<file path="config.mk">
export PLATFORM = sky130hd
export DESIGN_NAME = bcs_top
export DESIGN_NICKNAME = d
export VERILOG_FILES = /design/src/pkg/bcs_pkg.sv /design/src/rtl/bcs_sync3.sv /design/src/rtl/bcs_top.sv
export SDC_FILE = /design/constraint.sdc
export NUM_CORES = 1
export LEC_CHECK = 0
export ABC_AREA = 1
export BUFFER_PORTS_ARGS = -buffer_cell sky130_fd_sc_hd__buf_2
export CORE_ASPECT_RATIO = 1.5
export CORE_MARGIN = 3
export CORE_UTILIZATION = 29
export CTS_CLUSTER_SIZE = 28
export DETAILED_ROUTE_END_ITERATION = 8
export REMOVE_ABC_BUFFERS = 1
export SYNTH_ARGS = -nofsm -noshare
export SYNTH_HDL_FRONTEND = slang
export SYNTH_SLANG_ARGS = --single-unit
</file>
<file path="constraint.sdc">
create_clock -name clk -period 3.75 [get_ports clk]
set_input_delay 0.375 -clock clk [delete_from_list [all_inputs] [get_ports clk]]
set_output_delay 0.375 -clock clk [all_outputs]
set_load 0.05 [all_outputs]
</file>
<file path="src/pkg/bcs_pkg.sv">
package bcs_pkg;

    localparam int CLK_HZ         = 40_000_000;
    localparam int EN_LOW_US      = 50;
    localparam int EN_LOW_CYC_I   = (EN_LOW_US * CLK_HZ + 999_999) / 1_000_000;
    localparam logic [11:0] EN_LOW_CYC = 12'(EN_LOW_CYC_I);
    localparam int HICCUP_MS      = 100;
    localparam int HICCUP_CYC_DEF = HICCUP_MS * (CLK_HZ / 1000);
    localparam int DEAD_CYC_DEF   = 1;

    // register byte offsets
    localparam logic [7:0] OFS_CTRL     = 8'h00;
    localparam logic [7:0] OFS_STATUS   = 8'h04;
    localparam logic [7:0] OFS_IRQ_STAT = 8'h08;
    localparam logic [7:0] OFS_IRQ_MASK = 8'h0C;
    localparam logic [7:0] OFS_VSET     = 8'h10;

    // converter_config_reg fields
    localparam int CTRL_RUN  = 0;
    localparam int CTRL_DSEL = 1;
    localparam int CTRL_OC   = 2;
    localparam int CTRL_FSEL = 4;
    // status fields
    localparam int STS_SEQ = 0;
    localparam int STS_PH  = 8;
    localparam int STS_BYP = 13;
    localparam int STS_PWM = 14;
    localparam int STS_REF = 16;
    // target and ramp fields
    localparam int VSET_TGT  = 0;
    localparam int VSET_RAMP = 8;
    // interrupt bits
    localparam int IRQ_OC    = 0;
    localparam int IRQ_THERM = 1;
    localparam int IRQ_PGOOD = 2;
    localparam int IRQ_ENOFF = 3;
    localparam int IRQ_W     = 4;

    localparam logic       RUN_RST   = 1'b1;
    localparam logic [1:0] OC_HICCUP = 2'h0;
    localparam logic [1:0] OC_LATCH  = 2'h1;
    localparam logic [1:0] OC_LIMIT  = 2'h2;
    localparam logic [1:0] FSEL_AUTO = 2'h0;
    localparam logic [1:0] FSEL_PWM  = 2'h2;

    typedef enum logic [7:0]
    {
        SEQ_OFF   = 8'h01,
        SEQ_INIT  = 8'h02,
        SEQ_OTP   = 8'h04,
        SEQ_SOFT  = 8'h08,
        SEQ_REG   = 8'h10,
        SEQ_HIC   = 8'h20,
        SEQ_LATCH = 8'h40,
        SEQ_THERM = 8'h80
    } bcs_seq_t;

    typedef enum logic [4:0]
    {
        PH_IDLE = 5'h01,
        PH_HS   = 5'h02,
        PH_DT1  = 5'h04,
        PH_LS   = 5'h08,
        PH_DT2  = 5'h10
    } bcs_ph_t;

    typedef struct packed
    {
        logic en_pin;
        logic supply_ok;
        logic ilim_hit;
        logic ipk_hi;
        logic ivly_lo;
        logic therm_trip;
        logic therm_cool;
        logic vin_near;
        logic load_heavy;
        logic pfm_wake;
    } bcs_ana_t;

    localparam int ANA_W = $bits(bcs_ana_t);

endpackage

</file>
<file path="src/rtl/bcs_sync3.sv">
`timescale 1ns/1ps
module bcs_sync3
    import bcs_pkg::*;
#(
    parameter int W = 1
)
(
    input  wire logic         clk,
    input  wire logic         arst_n,
    input  wire logic         ce,
    input  wire logic [W-1:0] d,
    output logic      [W-1:0] q
);
    typedef struct packed
    {
        logic [W-1:0] s1;
        logic [W-1:0] s2;
        logic [W-1:0] s3;
        logic [W-1:0] q;
    } bcs_sync_st_t;

    bcs_sync_st_t st_ff;
    bcs_sync_st_t nxt_st;

    if (W < 1)
    begin : g_chk
        $error("bcs_sync3: width must be at least one");
    end

    // stage one feeds stage two only; a change counts once two and three agree
    always_comb
    begin
        nxt_st    = st_ff;
        nxt_st.s1 = d;
        nxt_st.s2 = st_ff.s1;
        nxt_st.s3 = st_ff.s2;
        nxt_st.q  = (st_ff.s2 & st_ff.s3) | (st_ff.q & (st_ff.s2 ^ st_ff.s3));
    end

    always_ff @(posedge clk or negedge arst_n)
    begin
        if (!arst_n)
        begin
            st_ff <= '0;
        end
        else if (ce)
        begin
            st_ff <= nxt_st;
        end
    end

    assign q = st_ff.q;
endmodule

</file>
<file path="src/rtl/bcs_top.sv">
`timescale 1ns/1ps
module bcs_top
    import bcs_pkg::*;
#(
    parameter int HICCUP_CYC = HICCUP_CYC_DEF,
    parameter int DEAD_CYC   = DEAD_CYC_DEF,
    parameter bit BYPASS_EN  = 1'b1
)
(
    input  wire logic        clk,
    input  wire logic        arst_n,
    input  wire logic        ce,
    input  wire logic        psel,
    input  wire logic        penable,
    input  wire logic        pwrite,
    input  wire logic [7:0]  paddr,
    input  wire logic [31:0] pwdata,
    output logic      [31:0] prdata,
    output logic             pready,
    output logic             pslverr,
    input  wire bcs_ana_t    ana,
    input  wire logic        otp_done,
    input  wire logic [7:0]  otp_target,
    input  wire logic [7:0]  otp_ramp,
    output logic             otp_rd,
    output logic             hs_on,
    output logic             ls_on,
    output logic             bypass_on,
    output logic             discharge_on,
    output logic             pwm_mode,
    output logic             power_down,
    output logic      [7:0]  ref_code,
    output logic             irq
);
    typedef struct packed
    {
        bcs_seq_t          seq;
        bcs_ph_t           ph;
        logic              run;
        logic              dsel;
        logic [1:0]        ocsel;
        logic [1:0]        fsel;
        logic [7:0]        target;
        logic [7:0]        ramp;
        logic [IRQ_W-1:0]  irq_st;
        logic [IRQ_W-1:0]  irq_mask;
        logic [11:0]       en_cnt;
        logic [31:0]       hic_cnt;
        logic [7:0]        ramp_cnt;
        logic [7:0]        dt_cnt;
        logic [7:0]        ref_v;
        logic              hs;
        logic              ls;
        logic              byp;
        logic              bleed;
        logic              pwm;
        logic              pdn;
        logic              otp_rd;
        logic              irq;
        logic [31:0]       prdata;
        logic              pready;
        logic              pslverr;
    } bcs_st_t;

    bcs_st_t          st_ff;
    bcs_st_t          nxt_st;
    bcs_ana_t         a;
    logic             en_off;
    logic             power_ok;
    logic             active;
    logic             byp_sel;
    logic             pwm_want;
    logic             wr_done;
    logic             hit;
    logic [31:0]      rd;
    logic [IRQ_W-1:0] evt;
    logic [IRQ_W-1:0] w1c;

    if (HICCUP_CYC < 2 || DEAD_CYC < 1 || DEAD_CYC > 255)
    begin : g_chk
        $error("bcs_top: hiccup or dead time count out of range");
    end

    bcs_sync3 #(
        .W (ANA_W)
    ) u_sync (
        .clk    (clk),
        .arst_n (arst_n),
        .ce     (ce),
        .d      (ana),
        .q      (a)
    );

    always_comb
    begin
        nxt_st   = st_ff;
        evt      = '0;
        w1c      = '0;
        rd       = '0;
        hit      = 1'b1;
        // enable-low qualification, restarted by any high sample
        if (a.en_pin)
        begin
            nxt_st.en_cnt = '0;
        end
        else if (st_ff.en_cnt != EN_LOW_CYC)
        begin
            nxt_st.en_cnt = 12'(st_ff.en_cnt + 12'h001);
        end
        en_off   = (st_ff.en_cnt == EN_LOW_CYC);
        power_ok = a.supply_ok && !en_off;
        active   = (st_ff.seq == SEQ_SOFT) || (st_ff.seq == SEQ_REG);
        byp_sel  = BYPASS_EN && a.vin_near;
        pwm_want = (st_ff.fsel == FSEL_PWM) || a.load_heavy;

        // register read mux
        case (paddr)
            OFS_CTRL:
            begin
                rd[CTRL_RUN]       = st_ff.run;
                rd[CTRL_DSEL]      = st_ff.dsel;
                rd[CTRL_OC +: 2]   = st_ff.ocsel;
                rd[CTRL_FSEL +: 2] = st_ff.fsel;
            end
            OFS_STATUS:
            begin
                rd[STS_SEQ +: 8] = st_ff.seq;
                rd[STS_PH +: 5]  = st_ff.ph;
                rd[STS_BYP]      = st_ff.byp;
                rd[STS_PWM]      = st_ff.pwm;
                rd[STS_REF +: 8] = st_ff.ref_v;
            end
            OFS_IRQ_STAT: rd[IRQ_W-1:0] = st_ff.irq_st;
            OFS_IRQ_MASK: rd[IRQ_W-1:0] = st_ff.irq_mask;
            OFS_VSET:
            begin
                rd[VSET_TGT +: 8]  = st_ff.target;
                rd[VSET_RAMP +: 8] = st_ff.ramp;
            end
            default: hit = 1'b0;
        endcase

        // one wait state: answer loaded in the first access cycle
        nxt_st.pready = psel && penable && !st_ff.pready;
        if (psel && penable && !st_ff.pready)
        begin
            nxt_st.prdata  = pwrite ? 32'h0000_0000 : rd;
            nxt_st.pslverr = !hit;
        end
        wr_done = psel && penable && st_ff.pready && pwrite;
        if (wr_done)
        begin
            case (paddr)
                OFS_CTRL:
                begin
                    nxt_st.run   = pwdata[CTRL_RUN];
                    nxt_st.dsel  = pwdata[CTRL_DSEL];
                    nxt_st.ocsel = pwdata[CTRL_OC +: 2];
                    nxt_st.fsel  = pwdata[CTRL_FSEL +: 2];
                end
                OFS_IRQ_STAT: w1c = pwdata[IRQ_W-1:0];
                OFS_IRQ_MASK: nxt_st.irq_mask = pwdata[IRQ_W-1:0];
                OFS_VSET:
                begin
                    nxt_st.target = pwdata[VSET_TGT +: 8];
                    nxt_st.ramp   = pwdata[VSET_RAMP +: 8];
                end
                default: nxt_st.run = st_ff.run;
            endcase
        end

        // power sequencer
        if (!power_ok)
        begin
            nxt_st.seq    = SEQ_OFF;
            nxt_st.otp_rd = 1'b0;
            evt[IRQ_ENOFF] = en_off && (st_ff.seq != SEQ_OFF);
        end
        else if (active && a.therm_trip)
        begin
            nxt_st.seq      = SEQ_THERM;
            evt[IRQ_THERM]  = 1'b1;
        end
        else if (active && a.ilim_hit && !byp_sel)
        begin
            evt[IRQ_OC] = 1'b1;
            case (st_ff.ocsel)
                OC_LATCH: nxt_st.seq = SEQ_LATCH;
                OC_LIMIT: nxt_st.seq = st_ff.seq;
                default:
                begin
                    nxt_st.seq     = SEQ_HIC;
                    nxt_st.hic_cnt = '0;
                end
            endcase
        end
        else
        begin
            case (st_ff.seq)
                SEQ_OFF:
                begin
                    if (st_ff.run)
                    begin
                        nxt_st.seq = SEQ_INIT;
                    end
                end
                SEQ_INIT:
                begin
                    nxt_st.seq    = SEQ_OTP;
                    nxt_st.otp_rd = 1'b1;
                end
                SEQ_OTP:
                begin
                    if (otp_done)
                    begin
                        nxt_st.seq    = SEQ_SOFT;
                        nxt_st.otp_rd = 1'b0;
                        nxt_st.target = otp_target;
                        nxt_st.ramp   = otp_ramp;
                        nxt_st.ref_v  = '0;
                    end
                end
                SEQ_SOFT:
                begin
                    if (!st_ff.run)
                    begin
                        nxt_st.seq = SEQ_OFF;
                    end
                    else if (st_ff.ref_v >= st_ff.target)
                    begin
                        nxt_st.seq      = SEQ_REG;
                        nxt_st.ref_v    = st_ff.target;
                        evt[IRQ_PGOOD]  = 1'b1;
                    end
                    else if (st_ff.ramp_cnt >= st_ff.ramp)
                    begin
                        nxt_st.ramp_cnt = '0;
                        nxt_st.ref_v    = 8'(st_ff.ref_v + 8'h01);
                    end
                    else
                    begin
                        nxt_st.ramp_cnt = 8'(st_ff.ramp_cnt + 8'h01);
                    end
                end
                SEQ_REG:
                begin
                    nxt_st.ref_v = st_ff.target;
                    if (!st_ff.run)
                    begin
                        nxt_st.seq = SEQ_OFF;
                    end
                end
                SEQ_HIC:
                begin
                    if (st_ff.hic_cnt == 32'(HICCUP_CYC - 1))
                    begin
                        nxt_st.seq   = SEQ_SOFT;
                        nxt_st.ref_v = '0;
                    end
                    else
                    begin
                        nxt_st.hic_cnt = st_ff.hic_cnt + 32'h0000_0001;
                    end
                end
                SEQ_LATCH:
                begin
                    if (!st_ff.run)
                    begin
                        nxt_st.seq = SEQ_OFF;
                    end
                end
                SEQ_THERM:
                begin
                    if (a.therm_cool)
                    begin
                        nxt_st.seq   = SEQ_SOFT;
                        nxt_st.ref_v = '0;
                    end
                end
                default: nxt_st.seq = SEQ_OFF;
            endcase
        end
        if (nxt_st.seq != SEQ_SOFT)
        begin
            nxt_st.ramp_cnt = '0;
        end

        // switch phase sequence; peak limit also ends the high phase
        if (!active || byp_sel || nxt_st.seq != st_ff.seq)
        begin
            nxt_st.ph = PH_IDLE;
        end
        else
        begin
            case (st_ff.ph)
                PH_IDLE:
                begin
                    if (pwm_want || a.pfm_wake)
                    begin
                        nxt_st.ph = PH_HS;
                    end
                end
                PH_HS:
                begin
                    if (a.ipk_hi || a.ilim_hit)
                    begin
                        nxt_st.ph     = PH_DT1;
                        nxt_st.dt_cnt = '0;
                    end
                end
                PH_DT1:
                begin
                    if (st_ff.dt_cnt == 8'(DEAD_CYC - 1))
                    begin
                        nxt_st.ph = PH_LS;
                    end
                    else
                    begin
                        nxt_st.dt_cnt = 8'(st_ff.dt_cnt + 8'h01);
                    end
                end
                PH_LS:
                begin
                    if (a.ivly_lo)
                    begin
                        nxt_st.ph     = PH_DT2;
                        nxt_st.dt_cnt = '0;
                    end
                end
                PH_DT2:
                begin
                    if (st_ff.dt_cnt == 8'(DEAD_CYC - 1))
                    begin
                        nxt_st.ph = pwm_want ? PH_HS : PH_IDLE;
                    end
                    else
                    begin
                        nxt_st.dt_cnt = 8'(st_ff.dt_cnt + 8'h01);
                    end
                end
                default: nxt_st.ph = PH_IDLE;
            endcase
        end
        nxt_st.hs    = (nxt_st.ph == PH_HS);
        nxt_st.ls    = (nxt_st.ph == PH_LS);
        nxt_st.byp   = power_ok && active && byp_sel;
        nxt_st.pwm   = pwm_want;
        nxt_st.pdn   = !power_ok;
        nxt_st.bleed = (st_ff.seq == SEQ_OFF) && !st_ff.run
                       && st_ff.dsel && a.en_pin && a.supply_ok;
        // a new event beats a clear in the same cycle
        nxt_st.irq_st = (st_ff.irq_st & ~w1c) | evt;
        nxt_st.irq    = |(st_ff.irq_st & st_ff.irq_mask);
    end

    always_ff @(posedge clk or negedge arst_n)
    begin
        if (!arst_n)
        begin
            st_ff      <= '0;
            st_ff.seq  <= SEQ_OFF;
            st_ff.ph   <= PH_IDLE;
            st_ff.run  <= RUN_RST;
            st_ff.fsel <= FSEL_AUTO;
            st_ff.pdn  <= 1'b1;
        end
        else if (ce)
        begin
            st_ff <= nxt_st;
        end
    end

    assign prdata       = st_ff.prdata;
    assign pready       = st_ff.pready;
    assign pslverr      = st_ff.pslverr;
    assign otp_rd       = st_ff.otp_rd;
    assign hs_on        = st_ff.hs;
    assign ls_on        = st_ff.ls;
    assign bypass_on    = st_ff.byp;
    assign discharge_on = st_ff.bleed;
    assign pwm_mode     = st_ff.pwm;
    assign power_down   = st_ff.pdn;
    assign ref_code     = st_ff.ref_v;
    assign irq          = st_ff.irq;

    // a software stop is a legal way out of regulation, so run must be set
    en_qualify_a: assert property (@(posedge clk) disable iff (!arst_n)
        ce && !en_off && a.supply_ok && st_ff.seq == SEQ_REG && st_ff.run
        |=> st_ff.seq != SEQ_OFF)
        else $error("disabled before enable low time elapsed");
    power_down_a: assert property (@(posedge clk) disable iff (!arst_n)
        ce && en_off |=> st_ff.pdn && !st_ff.hs && !st_ff.ls && !st_ff.byp)
        else $error("switching while powered down");
    discharge_on_a: assert property (@(posedge clk) disable iff (!arst_n)
        ce && st_ff.seq == SEQ_OFF && !st_ff.run && st_ff.dsel
        && a.en_pin && a.supply_ok |=> st_ff.bleed)
        else $error("discharge path not connected");
    otp_then_ramp_a: assert property (@(posedge clk)
        disable iff (!arst_n)
        ce && power_ok && !active && st_ff.seq == SEQ_OTP && otp_done
        |=> st_ff.seq == SEQ_SOFT && st_ff.ref_v == 8'h00 && !st_ff.otp_rd)
        else $error("soft start did not follow OTP read");
    hiccup_time_a: assert property (@(posedge clk) disable iff (!arst_n)
        ce && power_ok && st_ff.seq == SEQ_HIC
        && st_ff.hic_cnt == 32'(HICCUP_CYC - 1)
        |=> st_ff.seq == SEQ_SOFT && st_ff.ref_v == 8'h00)
        else $error("hiccup off time wrong");
    latch_hold_a: assert property (@(posedge clk) disable iff (!arst_n)
        ce && power_ok && st_ff.seq == SEQ_LATCH && st_ff.run
        |=> st_ff.seq == SEQ_LATCH)
        else $error("latched shutdown released");
    limit_stay_a: assert property (@(posedge clk) disable iff (!arst_n)
        ce && power_ok && st_ff.seq == SEQ_REG && st_ff.run && a.ilim_hit
        && !a.therm_trip && !byp_sel && st_ff.ocsel == OC_LIMIT
        |=> st_ff.seq == SEQ_REG && !($past(st_ff.hs) && st_ff.hs))
        else $error("current limit did not hold regulation");
    thermal_restart_a: assert property (@(posedge clk)
        disable iff (!arst_n)
        ce && power_ok && st_ff.seq == SEQ_THERM && a.therm_cool
        |=> st_ff.seq == SEQ_SOFT && st_ff.ref_v == 8'h00)
        else $error("no soft start after thermal recovery");
    dead_time_a: assert property (@(posedge clk) disable iff (!arst_n)
        ce && ($rose(st_ff.hs) || $rose(st_ff.ls))
        |-> !$past(st_ff.hs) && !$past(st_ff.ls))
        else $error("switches overlap or no dead time");
    forced_pwm_a: assert property (@(posedge clk) disable iff (!arst_n)
        ce && st_ff.fsel == FSEL_PWM |=> st_ff.pwm)
        else $error("forced PWM select ignored");
endmodule

</file>
# Word level (Yosys, flattened, before mapping)
# Cells that the tools add are included.
# W data, S select, Z words.
# classes
order_cmp	2
mux	76
bitwise	11
addsub	5
reduce_logical	51
eq_ne	45
# ops
cell	count
$mux W8	28
$mux W32	4
$mux W16	7
$pmux W8 S7	1
$pmux W8 S5	1
$add A32 B1 Y32 const B	1
$eq A32 B22 Y1 const B	1
$mux W5	6
$pmux W5 S5	1
$add A8 B1 Y8 const B	3
$eq A8 B4 Y1 const B	3
$mux W12	2
$mux W24	1
$pmux W8 S3	1
$and A10 B10 Y10	2
$pmux W4 S5	1
$ne A2 B2 Y1 const B	9
$pmux W9 S2	1
$eq A8 B3 Y1 const B	2
$eq A8 B5 Y1 const B	2
$ge A8 B8 Y1	2
$logic_not A8 Y1	2
$pmux W8 S2	1
$logic_and A1 B1 Y1	15
47 further kinds	93
# totals
word_cells	220
output_inout_bits	50
regBits	193

# Longest topological paths before layout
# depth
word_depth	11
ltp_mapped	20
depth_no_buf	20

# Modules after synthesis
# A second synthesis with hierarchy kept.
# unflattened
cells_unflattened	1447
area_unflattened_um2	11096.9
# modules_own_cells
module	seq_area_each_um2	cells_each	area_each_um2	instances
bcs_top	3633.5	1248	9258.9	1
bcs_sync3	1001.0	199	1838.0	1

# Worst setup path before layout
# No wires, ideal clock.
# synth_path
path_kind	reg-to-reg
from	register st_ff[98] in the netlist's numbering
to	register st_ff[52] in the netlist's numbering
period_less_slack_ns	2.249
path_slack_ns	1.501
arrival_ns	2.130
n_path_buf	0
path_stages_with_launch	17
cell_sequence	dfrtp_1 inv_1 ha_1 nand2_1 nor3_1 nand3_1 nand2_2 inv_2 nand2_1 xor2_1 nand3_1 nor2_2 nand3_4 nor2_8 nand3_4 nand2_1 nand2_1
# synth_between
elab_chain_cells	8
# synth_lines
element	line	text
from (decl)	bcs_top.sv:65	bcs_st_t st_ff;
from (signal assigned)	bcs_top.sv:369	st_ff <= nxt_st;
$eq A12 B11 Y1	bcs_top.sv:110	en_off = (st_ff.en_cnt == EN_LOW_CYC);
$logic_not A1 Y1	bcs_top.sv:111	power_ok = a.supply_ok && !en_off;
$logic_and A1 B1 Y1	bcs_top.sv:111	
$mux W8	bcs_top.sv:173	if (!power_ok)
$ne A8 B8 Y1	bcs_top.sv:289	if (!active || byp_sel || nxt_st.seq != st_ff.seq)
$logic_or A1 B1 Y1	bcs_top.sv:289	
$not A1 Y1 (no line)	n/a	
$reduce_and A6 Y1 (no line)	n/a	
# Every way passes these cells.
# A chain may end at the register's enable or synchronous reset.

# Worst setup path after layout
# layout_path
from	register st_ff[149] in the netlist's numbering
to	register st_ff[61] in the netlist's numbering
# layout_between
elab_chain_cells	10
elab_cells_between_ends	34
cone_classes	eq/ne: 12; mux: 13; reduce/logical: 9
# layout_lines
element
branches (longest 10 deep; another with $eq A8 B5 Y1)
# Parallel ways; which one is timed is not known.

==> flow_summary.yaml <==
worst_setup_path:
  worst_ep_required_time_ns: 4.11
  cp-start-kind: "register"
  rrSetupSlack_ns: 0.72
  end_kind: "register"
  critical_path_class: "register to register"
  worstPathArrival_ns: 3.39
  crit_path_max_fanout: 11
synthesis:
  yosysWarnings: 0
  yosysSeqAreaShare_pct: 41.6
  synth_area_leaders: "dfrtp_1 (41%), nand2_1 (12%), o21ai_0 (6.8%)"
  syn-mean-instance-area_sq_um: 7.69
  synth_area_sq_um: 11100
  synth_top_area_cell: "dfrtp_1"
  synth_edf_count: 0
  async_reset_ff_share_pct: 100
  synthFlopType: "dfrtp_1"
  synthDistinctLibCells: 60
  ys_seq_elements: 185
  synth_top_area_share_pct: 40.6
  synthCells: 1450
run:
  max-cap-violations: 0
cells_and_area:
  area_delta_synth_final_pct: 12.3
  drive_gt1_share_pct: 13.9
  final_nets: 1619
  diodes: 0
pwr:
  p_sw_share_pct: 33.5
  intPower_mw: 3.32
  combPwrFrac_pct: 18.6
  p_leak_nw: 5.99
  power_density_nw_per_um2: 399
  p_sw_mw: 1.67
  p_seq_share_pct: 45.5
  power_mw: 5.00
  p_clk_share_pct: 35.9
  irDropWorstVdd_mv: 0.322
sta:
  finalCritPeriodShare_pct: 80.8
  slew_violations: 0
  rsz0062_at_grt: "false"
  worstMarginPinSlew_ns: 1.10
  max_slew_margin_pct: 26.4
  whs_ns: -0.0213
  fin_setup_tns_ns: 0
  fmax_ghz: 0.330
  finalClockSkew_ns: 0.0173
  setup_viol: 0
  period_minus_slack_ns: 3.03
  final_hold_viol_count: 18
clocking:
  clock-root-buffer: "clkbuf_16"
  cts_tree: "yes"
  cts_buffers: 17
  clk_pin_slew_ns: 0.08
  clockBufferDepth: 2
  cts_max_level: 4
  clkSinkCount: 185
  hold_buffers: 0
  ctsResizeCount: 0
  cts_setup_buffers: 0
  clk_latency_ns: 0.46
floorplanning:
  die_w_um: 166
  core.rowCount: 87
  dieArea_sq_um: 40900
  die_h_um: 246
  ios: 123
  core_sq_um: 37800
  initial_core_util_pct: 29.5
placement:
  hpwl_mm: 23.8
  portBuffers: 98
  place_congestion: 0.924
route:
  wl_per_cell_um: 15.5
  drt-pass1-iter-count: 5
  antenna_left: 0
  vias: 9820
  postRouteWirelength_mm: 31.2
  drcViolationCount: 0
  drtIter0Drc: 635
  via_per_inst: 4.88
global_route:
  use_met3_pct: 2.34
  top_usage_layer: "met2"
  met2_usage_pct: 29.1
  grt_max_degree: 94
  grt_pass1_wl_mm: 51.4
  grt.total_usage_pct: 15.6
  grt_overflow: 0
  use_met1_pct: 17.2
  antenna_found_initial: 1
  grt_pass1_vias: 9771
outcome:
  status: "finished, violations left"
  failed_checks: "hold timing"
min_path:
  hold_path.class: "input pin to asynchronous set/reset pin"
[power by group through the flow]
stage                     clock (mW)  sequential [mW]  combinational, mW
final                           1.80             2.28              0.929
after global routing            1.93             2.30               1.07
after CTS                       1.86             2.28              0.942
after detailed placement           0             2.31              0.935
after global placement             0             2.31              0.917
after floorplan                    0             2.38              0.548
[cells in the mapped netlist, types with 19 or more instances]
| cell type | count |
|---|---|
| inv_1 | 177 |
| nor2_1 | 93 |
| buf_4 | 41 |
| o21ai_0 | 152 |
| nand3_1 | 51 |
| o21ai_1 | 19 |
| a21oi_1 | 50 |
| ha_1 | 35 |
| nor3_1 | 39 |
| xor2_1 | 22 |
| nand4_1 | 35 |
| dfrtp_1 | 181 |
| nand2_1 | 361 |
| clkbuf_1 | 27 |
[cell families after synthesis]
logic type / share of synthesized area (%)
and+or+nand+nor: 27.5
xor gates and xnor gates: 2.04
other: 0.0336
AOI/OAI and AO/OA: 14.2
adders and majority gates: 3.93
buffers and inverters: 10.7
DFF: 41.6
[critical path, cell delays in order (launching register included)]
cell     delay, ns
dfrtp_1       0.55
inv_2         0.19
nand2_2       0.11
nor2_8        0.13
nand2_4       0.09
nor2_1        0.13
nand3_1       0.23
nand2_1       0.12
nor2_1        0.05
o21ai_0       0.31
nand2_1       0.10
nand4_1       0.15
nand2_1       0.07
nand2_1       0.28
inv_1         0.19
a21oi_1       0.16
nor2_1        0.05
[flip-flops by register name, indices dropped and copies added (netlist names)]
signal and flops:
bypass_on 1, discharge_on 1, hs_on 1, irq 1, ls_on 1, otp_rd 1, power_down 1, prdata 24
pready 1, pslverr 1, pwm_mode 1, ref_code 8, st_ff 103, u_sync.nxt_st 20, u_sync.q 10, u_sync.st_ff 10
[cell type report]
type | count | area, sq um
clock buffers | 17 | 425
well taps | 489 | 612
repair buffers | 110 | 602
flip-flops and latches | 185 | 4630
multi-input cells | 1002 | 5350
inverters | 195 | 739
clock inverters | 15 | 156
fillers | 3927 | 25300
[stage by stage]
stage,hold slack [ns],setup WS (ns),utilization (%),std cells,area (sq um)
after floorplan,0.0794,1.02,-,1382,10700
after global placement,0.457,0.721,31.6,1981,11900
after detailed placement,0.459,0.713,31.6,1981,11900
after CTS,0.00291,0.707,33.1,2013,12500
after global routing,0.0439,0.346,33.1,2013,12500
final,-0.0213,0.720,33.1,2013,12500
[routing by layer]
metal,vias to the layer above,wire (um)
met5,-,13
met4,2,1210
met3,59,866
met2,176,16600
met1,4714,12500
li1,4869,-
[worst paths after layout]
| path | from | end | cells past startpoint |
|---|---|---|---|
| max | st_ff[149]$_DFFE_PN0P_ | st_ff[61]$_DFFE_PN0P_ | 16 |
| min reg2reg | st_ff[106]$_DFFE_PN0P_ | st_ff[106]$_DFFE_PN0P_ | 1 |
| max in group asynchronous | arst_n | power_down$_DFFE_PN1P_ | 2 |
| min in group clk | ana[5] | u_sync.nxt_st[25]$_DFFE_PN0P_ | 3 |
| max reg2reg | st_ff[149]$_DFFE_PN0P_ | st_ff[61]$_DFFE_PN0P_ | 16 |
| min | arst_n | st_ff[106]$_DFFE_PN0P_ | 1 |
[cell usage in the layout, fill, tap and decap left out, drive strengths merged, types with 18 or more instances in the layout]
cell type / instances
a21oi: 50
buf: 109
clkbuf: 18
dfrtp: 181
ha: 35
inv: 201
nand2: 378
nand3: 63
nand4: 36
nor2: 104
nor3: 42
nor4: 19
o21ai: 172
xor2: 22
No activity file was read; power rests on OpenSTA's default activity.
